<file path="src/rtl/dram_ctl_pkg.sv">
// Constants for the host-side controller of the 256K x 1 dynamic RAM
`default_nettype none
package dram_ctl_pkg;
    localparam int unsigned CLK_HZ         = 40_000_000;
    localparam int unsigned CLK_NS         = 25;
    localparam int unsigned ROW_ADDR_W     = 9;
    localparam int unsigned REF_ROWS       = 256;
    localparam int unsigned REF_PERIOD_US  = 4000;
    localparam int unsigned PWRUP_WAIT_US  = 500;
    localparam int unsigned INIT_CYCLES    = 8;
    localparam int unsigned RAS_PRE_NS     = 120;
    localparam int unsigned RAS_LOW_NS     = 200;
    localparam int unsigned RCD_NS         = 30;
    localparam int unsigned CAS_LOW_NS     = 100;
    localparam int unsigned CSR_NS         = 40;
    localparam int unsigned CHR_NS         = 50;
    localparam int unsigned ASR_NS         = 25;
    // Least times round up, longest round down
    localparam int unsigned RAS_PRE_CYC = (RAS_PRE_NS + CLK_NS - 1) / CLK_NS;
    localparam int unsigned RAS_LOW_CYC = (RAS_LOW_NS + CLK_NS - 1) / CLK_NS;
    localparam int unsigned RCD_CYC     = (RCD_NS + CLK_NS - 1) / CLK_NS;
    localparam int unsigned CAS_LOW_CYC = (CAS_LOW_NS + CLK_NS - 1) / CLK_NS;
    localparam int unsigned CSR_CYC     = (CSR_NS + CLK_NS - 1) / CLK_NS;
    localparam int unsigned CHR_CYC     = (CHR_NS + CLK_NS - 1) / CLK_NS;
    localparam int unsigned ASR_CYC     = (ASR_NS + CLK_NS - 1) / CLK_NS;
    localparam int unsigned PWRUP_CYC   = PWRUP_WAIT_US * (CLK_HZ / 1_000_000);
    localparam int unsigned REF_INT_CYC =
        REF_PERIOD_US * (CLK_HZ / 1_000_000) / REF_ROWS;
    typedef enum logic [1:0] {
        REF_RAS_ONLY,
        REF_CBR
    } ref_mode_e;
endpackage
`default_nettype wire

</file>
<file path="src/rtl/dram_ctl.sv">
// Host-side controller driving a 256K x 1 dynamic RAM through its strobes
// Function
// - No refresh by access on shared bus
// - Strobe-only refresh all 256 rows per 4ms
// - Column strobe falls before row, held after
// - Wait 500us then eight dummy cycles
// - Address as row then column halves
`timescale 1ns/1ps
`default_nettype none
module dram_ctl
    import dram_ctl_pkg::*;
#(
    parameter int unsigned PWRUP     = PWRUP_CYC,
    parameter int unsigned REF_INT   = REF_INT_CYC,
    parameter ref_mode_e   REF_MODE  = REF_RAS_ONLY
) (
    input  wire logic        i_clk,
    input  wire logic        i_rst,
    input  wire logic        i_ce,
    input  wire logic        i_req_valid,
    input  wire logic        i_req_write,
    input  wire logic [17:0] i_req_addr,
    input  wire logic        i_req_wdata,
    output logic             o_req_ready,
    output logic             o_rsp_valid,
    output logic             o_rsp_rdata,
    output logic             o_init_done,
    output logic             o_ras_n,
    output logic             o_cas_n,
    output logic             o_we_n,
    output logic [8:0]       o_addr,
    output logic             o_din,
    input  wire logic        i_dout
);
    typedef enum logic [3:0] {
        ST_PWRUP, ST_IDLE, ST_ROW, ST_COL, ST_PRE, ST_CBR_CAS, ST_CBR_RAS
    } state_e;

    state_e      state_reg;
    logic [15:0] tim_reg;
    logic [3:0]  dummy_reg;
    logic        init_reg;
    logic        is_ref_reg;
    logic        wr_reg;
    logic [8:0]  col_reg;
    logic        dq_s1_reg;
    logic        dq_s2_reg;
    logic        ref_due;
    logic        ref_done;
    logic [7:0]  ref_row;
    logic        tim_zero;

    assign tim_zero = (tim_reg == 16'h0000);

    dram_ref_timer #(
        .INTERVAL (REF_INT)
    ) u_timer (
        .i_clk  (i_clk),
        .i_rst  (i_rst),
        .i_ce   (i_ce),
        .i_done (ref_done),
        .o_due  (ref_due),
        .o_row  (ref_row)
    );

    // Pin input synchroniser
    always_ff @(posedge i_clk) begin
        if (i_rst) begin
            dq_s1_reg <= 1'b0;
            dq_s2_reg <= 1'b0;
        end else if (i_ce) begin
            dq_s1_reg <= i_dout;
            dq_s2_reg <= dq_s1_reg;
        end
    end

    assign o_req_ready = i_ce && init_reg && state_reg == ST_IDLE && !ref_due;
    assign ref_done = i_ce && is_ref_reg && state_reg == ST_PRE && tim_zero;

    always_ff @(posedge i_clk) begin
        if (i_rst) begin
            state_reg  <= ST_PWRUP;
            tim_reg    <= 16'(PWRUP);
            dummy_reg  <= 4'h0;
            init_reg   <= 1'b0;
            is_ref_reg <= 1'b0;
            wr_reg     <= 1'b0;
            col_reg    <= 9'h000;
            o_ras_n    <= 1'b1;
            o_cas_n    <= 1'b1;
            o_we_n     <= 1'b1;
            o_addr     <= 9'h000;
            o_din      <= 1'b0;
            o_rsp_valid <= 1'b0;
            o_rsp_rdata <= 1'b0;
        end else if (i_ce) begin
            o_rsp_valid <= 1'b0;
            if (!tim_zero) begin
                tim_reg <= tim_reg - 16'h0001;
            end
            unique case (state_reg)
                ST_PWRUP: begin
                    if (tim_zero) begin
                        // Dummy strobe-only cycles after the pause
                        state_reg  <= ST_ROW;
                        is_ref_reg <= 1'b0;
                        o_ras_n    <= 1'b0;
                        tim_reg    <= 16'(RAS_LOW_CYC - 1);
                    end
                end
                ST_IDLE: begin
                    if (ref_due && REF_MODE == REF_CBR) begin
                        o_cas_n    <= 1'b0;
                        is_ref_reg <= 1'b1;
                        state_reg  <= ST_CBR_CAS;
                        tim_reg    <= 16'(CSR_CYC - 1);
                    end else if (ref_due) begin
                        // Column strobe stays high, counter row on the bus
                        // Refresh never rides on a normal access
                        o_addr     <= {1'b0, ref_row};
                        is_ref_reg <= 1'b1;
                        state_reg  <= ST_ROW;
                        tim_reg    <= 16'(ASR_CYC - 1);
                    end else if (i_req_valid && o_req_ready) begin
                        // Row half first, column half held for later
                        o_addr     <= i_req_addr[17:9];
                        col_reg    <= i_req_addr[8:0];
                        wr_reg     <= i_req_write;
                        o_din      <= i_req_wdata;
                        is_ref_reg <= 1'b0;
                        state_reg  <= ST_ROW;
                        tim_reg    <= 16'(ASR_CYC - 1);
                    end
                end
                ST_ROW: begin
                    if (o_ras_n && tim_zero) begin
                        o_ras_n <= 1'b0;
                        tim_reg <= 16'(is_ref_reg || !init_reg
                                       ? RAS_LOW_CYC - 1 : RCD_CYC - 1);
                    end else if (!o_ras_n && tim_zero) begin
                        if (is_ref_reg || !init_reg) begin
                            o_ras_n   <= 1'b1;
                            state_reg <= ST_PRE;
                            tim_reg   <= 16'(RAS_PRE_CYC - 1);
                        end else begin
                            // Early write keeps the output off
                            o_addr    <= col_reg;
                            o_we_n    <= !wr_reg;
                            o_cas_n   <= 1'b0;
                            state_reg <= ST_COL;
                            tim_reg   <= 16'(CAS_LOW_CYC - 1);
                        end
                    end
                end
                ST_COL: begin
                    if (tim_zero) begin
                        // Data sampled before the column strobe rises
                        o_rsp_valid <= 1'b1;
                        o_rsp_rdata <= wr_reg ? 1'b0 : dq_s2_reg;
                        o_ras_n     <= 1'b1;
                        // No hidden refresh: data taken before column strobe rises
                        o_cas_n     <= 1'b1;
                        o_we_n      <= 1'b1;
                        state_reg   <= ST_PRE;
                        tim_reg     <= 16'(RAS_PRE_CYC - 1);
                    end
                end
                ST_CBR_CAS: begin
                    if (tim_zero) begin
                        o_ras_n   <= 1'b0;
                        state_reg <= ST_CBR_RAS;
                        tim_reg   <= 16'(RAS_LOW_CYC - 1);
                    end
                end
                ST_CBR_RAS: begin
                    if (tim_zero) begin
                        o_ras_n   <= 1'b1;
                        o_cas_n   <= 1'b1;
                        state_reg <= ST_PRE;
                        tim_reg   <= 16'(RAS_PRE_CYC - 1);
                    end
                end
                ST_PRE: begin
                    if (tim_zero) begin
                        is_ref_reg <= 1'b0;
                        if (!init_reg && dummy_reg != 4'(INIT_CYCLES - 1)) begin
                            dummy_reg <= dummy_reg + 4'h1;
                            o_ras_n   <= 1'b0;
                            state_reg <= ST_ROW;
                            tim_reg   <= 16'(RAS_LOW_CYC - 1);
                        end else begin
                            init_reg  <= 1'b1;
                            state_reg <= ST_IDLE;
                        end
                    end
                end
                default: state_reg <= ST_IDLE;
            endcase
        end
    end

    assign o_init_done = init_reg;

    // Row strobe held low no longer than allowed
    chk_ras_low_bound: assert property (@(posedge i_clk) disable iff (i_rst)
        $fell(o_ras_n) && i_ce |-> ##[1:300] o_ras_n)
        else $error("row strobe stuck low");
    chk_cbr_order: assert property (@(posedge i_clk) disable iff (i_rst)
        $fell(o_ras_n) && !o_cas_n && $past(!o_cas_n) |-> state_reg == ST_CBR_RAS)
        else $error("column-first refresh order broken");
    chk_refonly_cas: assert property (@(posedge i_clk) disable iff (i_rst)
        state_reg == ST_ROW && is_ref_reg |-> o_cas_n)
        else $error("column strobe low in strobe-only refresh");
    chk_no_req_init: assert property (@(posedge i_clk) disable iff (i_rst)
        !init_reg |-> !o_req_ready)
        else $error("request accepted before init");
    chk_col_after_row: assert property (@(posedge i_clk) disable iff (i_rst)
        $fell(o_cas_n) && state_reg == ST_COL |-> !o_ras_n)
        else $error("column strobe before row in access");
    chk_cbr_setup: assert property (@(posedge i_clk) disable iff (i_rst)
        $fell(o_ras_n) && !o_cas_n |-> !$past(o_cas_n, CSR_CYC))
        else $error("column strobe setup before row strobe too short");
    chk_ras_pre_min: assert property (@(posedge i_clk) disable iff (i_rst)
        $rose(o_ras_n) |-> o_ras_n [*5])
        else $error("row strobe precharge too short");
endmodule
`default_nettype wire

</file>
<file path="src/rtl/dram_ref_timer.sv">
// Refresh interval timer and external refresh row counter
`timescale 1ns/1ps
`default_nettype none
module dram_ref_timer
    import dram_ctl_pkg::*;
#(
    parameter int unsigned INTERVAL = REF_INT_CYC
) (
    input  wire logic       i_clk,
    input  wire logic       i_rst,
    input  wire logic       i_ce,
    input  wire logic       i_done,
    output logic            o_due,
    output logic [7:0]      o_row
);
    logic [15:0] cnt_reg;
    logic        due_reg;
    logic [7:0]  row_reg;

    always_ff @(posedge i_clk) begin
        if (i_rst) begin
            cnt_reg <= 16'h0000;
        end else if (i_ce) begin
            if (cnt_reg == 16'(INTERVAL - 1)) begin
                cnt_reg <= 16'h0000;
            end else begin
                cnt_reg <= cnt_reg + 16'h0001;
            end
        end
    end

    // A tick that meets a completion keeps the request pending
    always_ff @(posedge i_clk) begin
        if (i_rst) begin
            due_reg <= 1'b0;
        end else if (i_ce) begin
            if (cnt_reg == 16'(INTERVAL - 1)) begin
                due_reg <= 1'b1;
            end else if (i_done) begin
                due_reg <= 1'b0;
            end
        end
    end

    // Sequential row addresses for strobe-only refresh
    always_ff @(posedge i_clk) begin
        if (i_rst) begin
            row_reg <= 8'h00;
        end else if (i_ce && i_done) begin
            row_reg <= row_reg + 8'h01;
        end
    end

    assign o_due = due_reg;
    assign o_row = row_reg;
endmodule
`default_nettype wire

</file>
<file path="config.mk">
export PLATFORM = sky130hd
export DESIGN_NAME = dram_ctl
export DESIGN_NICKNAME = d
export VERILOG_FILES = /design/src/rtl/dram_ctl_pkg.sv /design/src/rtl/dram_ctl.sv /design/src/rtl/dram_ref_timer.sv
export SDC_FILE = /design/constraint.sdc
export NUM_CORES = 1
export LEC_CHECK = 0
export BUFFER_PORTS_ARGS = -buffer_cell sky130_fd_sc_hd__buf_2
export CORE_MARGIN = 4
export CORE_UTILIZATION = 48
export CTS_CLUSTER_SIZE = 8
export DETAILED_ROUTE_END_ITERATION = 6
export MAX_ROUTING_LAYER = met4
export PLACE_DENSITY = 0.67
export SLEW_MARGIN = 10
export SYNTH_ARGS = -nofsm -noshare
export SYNTH_HDL_FRONTEND = slang
export SYNTH_SLANG_ARGS = --single-unit
</file>
<file path="constraint.sdc">
create_clock -name i_clk -period 6.8 [get_ports i_clk]
set_input_delay 0 -clock i_clk [delete_from_list [all_inputs] [get_ports i_clk]]
set_output_delay 0 -clock i_clk [all_outputs]
set_load 0.05 [all_outputs]
</file>
==> Yosys cells after proc, flatten, opt, wreduce, memory -nomap -nowiden <==
Cells that the tools add are included.
W data, S select, Z words.
{ "op_classes": {"add_sub_neg": 4, "n_eq_ne": 22, "mux": 54, "n_bitwise": 2, "reduce_logical": 38} }
{ "ops": {"columns": ["cell", "count"], "rows": [
  ["$mux W16", 10],
  ["$pmux W16 S5", 1],
  ["$mux W9", 5],
  ["$mux W4", 8],
  ["$pmux W4 S6", 1],
  ["$mux W1", 20],
  ["$pmux W9 S2", 1],
  ["$reduce_and A6 Y1", 3],
  ["$add A16 B1 Y16 const B", 1],
  ["$eq A16 B10 Y1 const B", 1],
  ["$logic_not A16 Y1", 1],
  ["$reduce_and A4 Y1", 4],
  ["$reduce_and A8 Y1", 2],
  ["$sub A16 B1 Y16 const B", 1],
  ["$ne A2 B2 Y1 const B", 7],
  ["$eq A4 B3 Y1 const B", 3],
  ["$logic_and A1 B1 Y1", 11],
  ["$reduce_bool A2 Y1", 5],
  ["$mux W3", 3],
  ["$add A8 B1 Y8 const B", 1],
  ["$eq A4 B2 Y1 const B", 2],
  ["$ne A2 B1 Y1 const B", 4],
  ["$ne A3 B3 Y1 const B", 2],
  ["$pmux W1 S2", 3],
  ["14 further kinds", 20]
]} }
{ "word_totals": {"reg_bits": 78, "in_bits": 25, "output_inout_bits": 17, "wordCells": 139} }

==> Depth between registers and ports, before layout <==
{ "logic_depth": {"depth_word": 7, "depth_mapped": 10, "mapped_depth_nobuf": 10} }

==> Cells and area by module <==
A second synthesis with hierarchy kept.
{ "hier_totals": {"hier_cells": 495, "hier_area_um2": 4195.3} }
{ "modules_own_cells": {"columns": ["mod", "n_inst", "cells_per_inst", "area_each_um2", "seq_area_each_um2"], "rows": [
  ["dram_ctl", 1, 363, 3031.7, 1041.0],
  ["dram_ref_timer", 1, 132, 1163.6, 500.5]
]} }

==> Worst setup path before layout <==
No wires, ideal clock.
{ "synth_path": {"path_type": "reg2reg", "startpoint": "register tim_reg[0]", "endpoint": "register tim_reg[0]", "setup_time_ns": 0.095, "arrival_time_ns": 2.460, "t_required_ns": 6.705, "slack_ns": 4.245, "path_stages_with_launch": 11, "path_buffers": 0, "period_less_slack_ns": 2.555, "cell_sequence": "dfxtp_1 inv_1 ha_1 nor4b_1 nand4_1 or2_2 ha_1 or4_1 o2111ai_1 a31oi_1 a221oi_1"} }
{ "synth_between": {"elab_chain_len": 5, "word_cells_on_any_way": 14, "classes_between": "1 x add/sub; 10 x mux; 3 x reduce/logical"} }
{ "synth_lines": {"columns": ["element", "line_no", "source"], "rows": [
  ["start: declaration", "dram_ctl.sv:40", "logic [15:0] tim_reg;"],
  ["start signal: assignment", "dram_ctl.sv:83", "tim_reg <= 16'(PWRUP);"],
  ["start signal: assignment", "dram_ctl.sv:99", "tim_reg <= tim_reg - 16'h0001;"],
  ["start signal: assignment", "dram_ctl.sv:108", "tim_reg <= 16'(RAS_LOW_CYC - 1);"],
  ["$sub A16 B1 Y16 or $logic_not A16 Y1 (tied branches)", "dram_ctl.sv:99, dram_ctl.sv:53", null],
  ["$mux W16 or $logic_and A1 B1 Y1 (tied branches)", "dram_ctl.sv:98, dram_ctl.sv:140", null],
  ["$mux W16, on equally long branches", "dram_ctl.sv:186, dram_ctl.sv:124, dram_ctl.sv:140", null],
  ["$mux W16, on equally long branches", "dram_ctl.sv:184, dram_ctl.sv:117, dram_ctl.sv:136", null],
  ["$pmux W16 S5 *", "dram_ctl.sv:101", "unique case (state_reg)"]
]} }
Every way passes the cells marked *; elsewhere a longest branch is shown, timed or not.
A chain may end at the register's enable or synchronous reset.

==> Final worst setup path <==
Same ends and word-level chain as after synthesis.

==> impl_metrics.tcl <==
set metrics [dict create \
    status "completed" \
    synth_warnings 0 \
    r2r_slack_ps 3800 \
    drv_cap 0 \
    die_w_um 101 \
    setup.worst_path.start "tim_reg[0]$_SDFFE_PP0P_" \
    rows 33 \
    slowest_delay_ps 510 \
    viasPerCell 5.85 \
    min_period_ps 3000 \
    gp_congestion 0.984 \
    syn_inst 503 \
    hold_viol 0 \
    synth_edf_count 0 \
    nNetsFinal 572 \
    synth_cell_types 55 \
    postCtsSetupBuffers 0 \
    hold-path-cell-count 5 \
    design_area_mm2 0.00473 \
    setup.worst_path.start_class "flop" \
    htreeDepth 3 \
    reg2reg_to "tim_reg[0]$_SDFFE_PP0P_" \
    p_per_area_mw_per_mm2 197 \
    yosysSeqAreaShare_pct 37.2 \
    cp_common_cell "ha_1" \
    dr.pass1.iters 5 \
    worstRegToRegCells 10 \
    cp-end-kind "flop" \
    first_iter_violations 192 \
    start_util_pct 49.9 \
    clock_latency_ps 360 \
    synthTopCellsByCount "dfxtp_1, nor2_1, nand2_1" \
    max_slew_margin_pct 31.7 \
    syn_nets 536 \
    synth_top_area_cell "dfxtp_1" \
    cts_made_buffers 9 \
    finalClockSkew_ps 10.8 \
    clock-sinks 77 \
    async_reset_ff_share_pct 0 \
    final_util_pct 57.0 \
    clockRootBuffer "clkbuf_8" \
    gr-total-overflow 0 \
    final_layout_size_suffix_gt1_share_pct 12.7 \
    antenna_cells 0 \
    slew_violations 0 \
    total_power_mw 0.934 \
    grt_pass1_wl_mm 17.7 \
    clk_transition_reported_paths_ps 80 \
    fin_tns_setup_ps 0 \
    fin_cells 649 \
    coreArea_mm2 0.00830 \
    place_ws_ps 3860 \
    vias 3796 \
    track_usage_pct 22.3 \
    postPlaceCellArea_mm2 0.00439 \
    cp_data_arrival_time_ps 3260 \
    portBuffers 41 \
    hold_path_class "input pin to flop" \
    dp_cells 621 \
    synthFlopType "dfxtp_1" \
    ys_top_cells_by_area "dfxtp_1, mux2i_1, nor2_1" \
    fp.dieH_um 101 \
    setup_ws_ps 3800 \
    vdd_drop_max_v 0.000127 \
    path_max_fanout 4 \
    tightest_slew_ps 1020 \
    cts.path.max_buffers 2 \
    r2r-start "tim_reg[0]$_SDFFE_PP0P_" \
    dieArea_mm2 0.0102 \
    grt_max_degree 58 \
    path_cells "inv_1 -> ha_1 -> nor4b_1 -> nand4_1 -> or2_2 -> ha_1 -> or4_1 -> o2111ai_1 -> a31oi_1 -> a221oi_1" \
    dp_hpwl_mm 7.09 \
    setup.worst_path.class "flop to flop" \
    area_growth_pct 14.2 \
    cp_slowest_cell "or4_1" \
    hold-worst-slack_ps 94.6 \
    routed_wl_mm 10.5 \
    rsz0062_at_grt "false" \
    grt_pass1_vias 3572 \
    wl_per_cell_um 16.1 \
    worstSetupEndpoint "tim_reg[0]$_SDFFE_PP0P_" \
    period_share_pct 44.2 \
    drc 0 \
    critPathTopFamily "simple AND/OR/NAND/NOR gates" \
    yosysMostFrequentCell "dfxtp_1" \
    syn_area_mm2 0.00415 \
    finalSetupViolations 0 \
    crit_buf_inv 1 \
    fmax_mhz 333 \
    ys_seq_elements 77 \
    power_leakage_nw 1.69 \
    ios 42 \
    synth_top_area_share_pct 37.2 \
    synth_area_per_cell_um2 8.24 \
    required_ps 7050 \
    ant_nets 0 \
    tritoncts "done" \
    antenna_found_initial 0 \
    crit_cells 10 \
]
## final cells by class
type / count / area, µm²
Clock buffer: 11 / 141
Clock inverter: 5 / 81.3
Fill cell: 773 / 3560
Inverter: 17 / 63.8
Multi-Input combinational cell: 377 / 2420
Sequential cell: 77 / 1540
Tap cell: 105 / 131
Timing Repair Buffer: 57 / 355
## repair_timing
| action | 4_1_cts | 5_1_grt |
|---|---|---|
| setup endpoints to repair | 0 | 0 |
| hold buffers | 12 | 0 |
| gates resized for setup | 0 | 0 |
| endpoints found under the hold margin | 12 | 0 |
## how the worst min path moves through the flow
stage,to,startpoint
2_1_floorplan,dq_s1_reg$_SDFFE_PP0P_,i_dout
3_3_place_gp,col_reg[5]$_SDFFE_PP0P_,i_req_addr[5]
3_5_place_dp,col_reg[3]$_SDFFE_PP0P_,i_req_addr[3]
4_1_cts,o_addr[3]$_SDFFE_PP0P_,i_req_addr[12]
5_1_grt,o_addr[7]$_SDFFE_PP0P_,i_req_addr[16]
6_report,o_addr[4]$_SDFFE_PP0P_,i_req_addr[13]
## cell families after synthesis
kind of cell	count (synthesis)	synth area share, %
compound gates	78	11.8
xor+xnor	37	7.82
fa+ha+maj	8	2.41
buf+inv	49	4.89
flops	77	37.2
mux	35	8.54
simple gates	219	27.3
## routing by layer
layer | wire length [µm] | share of wire [%] | GRT usage [%] | up-vias
met5 | 0 | 0 | - | -
met4 | 176 | 1.7 | 8.38 | 0
met3 | 565 | 5.4 | 3.53 | 19
met2 | 4770 | 46 | 33.7 | 110
met1 | 4960 | 47 | 29.9 | 1791
li1 | - | - | - | 1876
## tightest hold or removal path: cells and delay by family
kind                   cells  cell delay [ps]
AOI/OAI and AO/OA          1              140
buffers and inverters      1               80
muxes                      2              130
and+or+nand+nor            1               70
## layout by cell type, fill, tap and decap left out, types with 10 or more instances in the layout
cell            n
xor2_1         21
nor4_1         10
dlygate4sd3_1  12
clkbuf_8       10
dfxtp_1        77
nand3_1        15
mux2i_1        32
inv_1          17
buf_2          41
nor3_1         18
o21ai_0        21
nand2_1        38
xnor2_1        16
nand4_1        22
a21oi_1        21
nor2_1         70
## power breakdown
group / switching, mW / internal (mW) / leakage, nW
registers: 0.0100 / 0.459 / 0.622
clock network: 0.176 / 0.218 / 0.110
logic: 0.0418 / 0.0307 / 0.958
total: 0.227 / 0.707 / 1.69
Note: power is estimated with default switching activity, not from simulation.
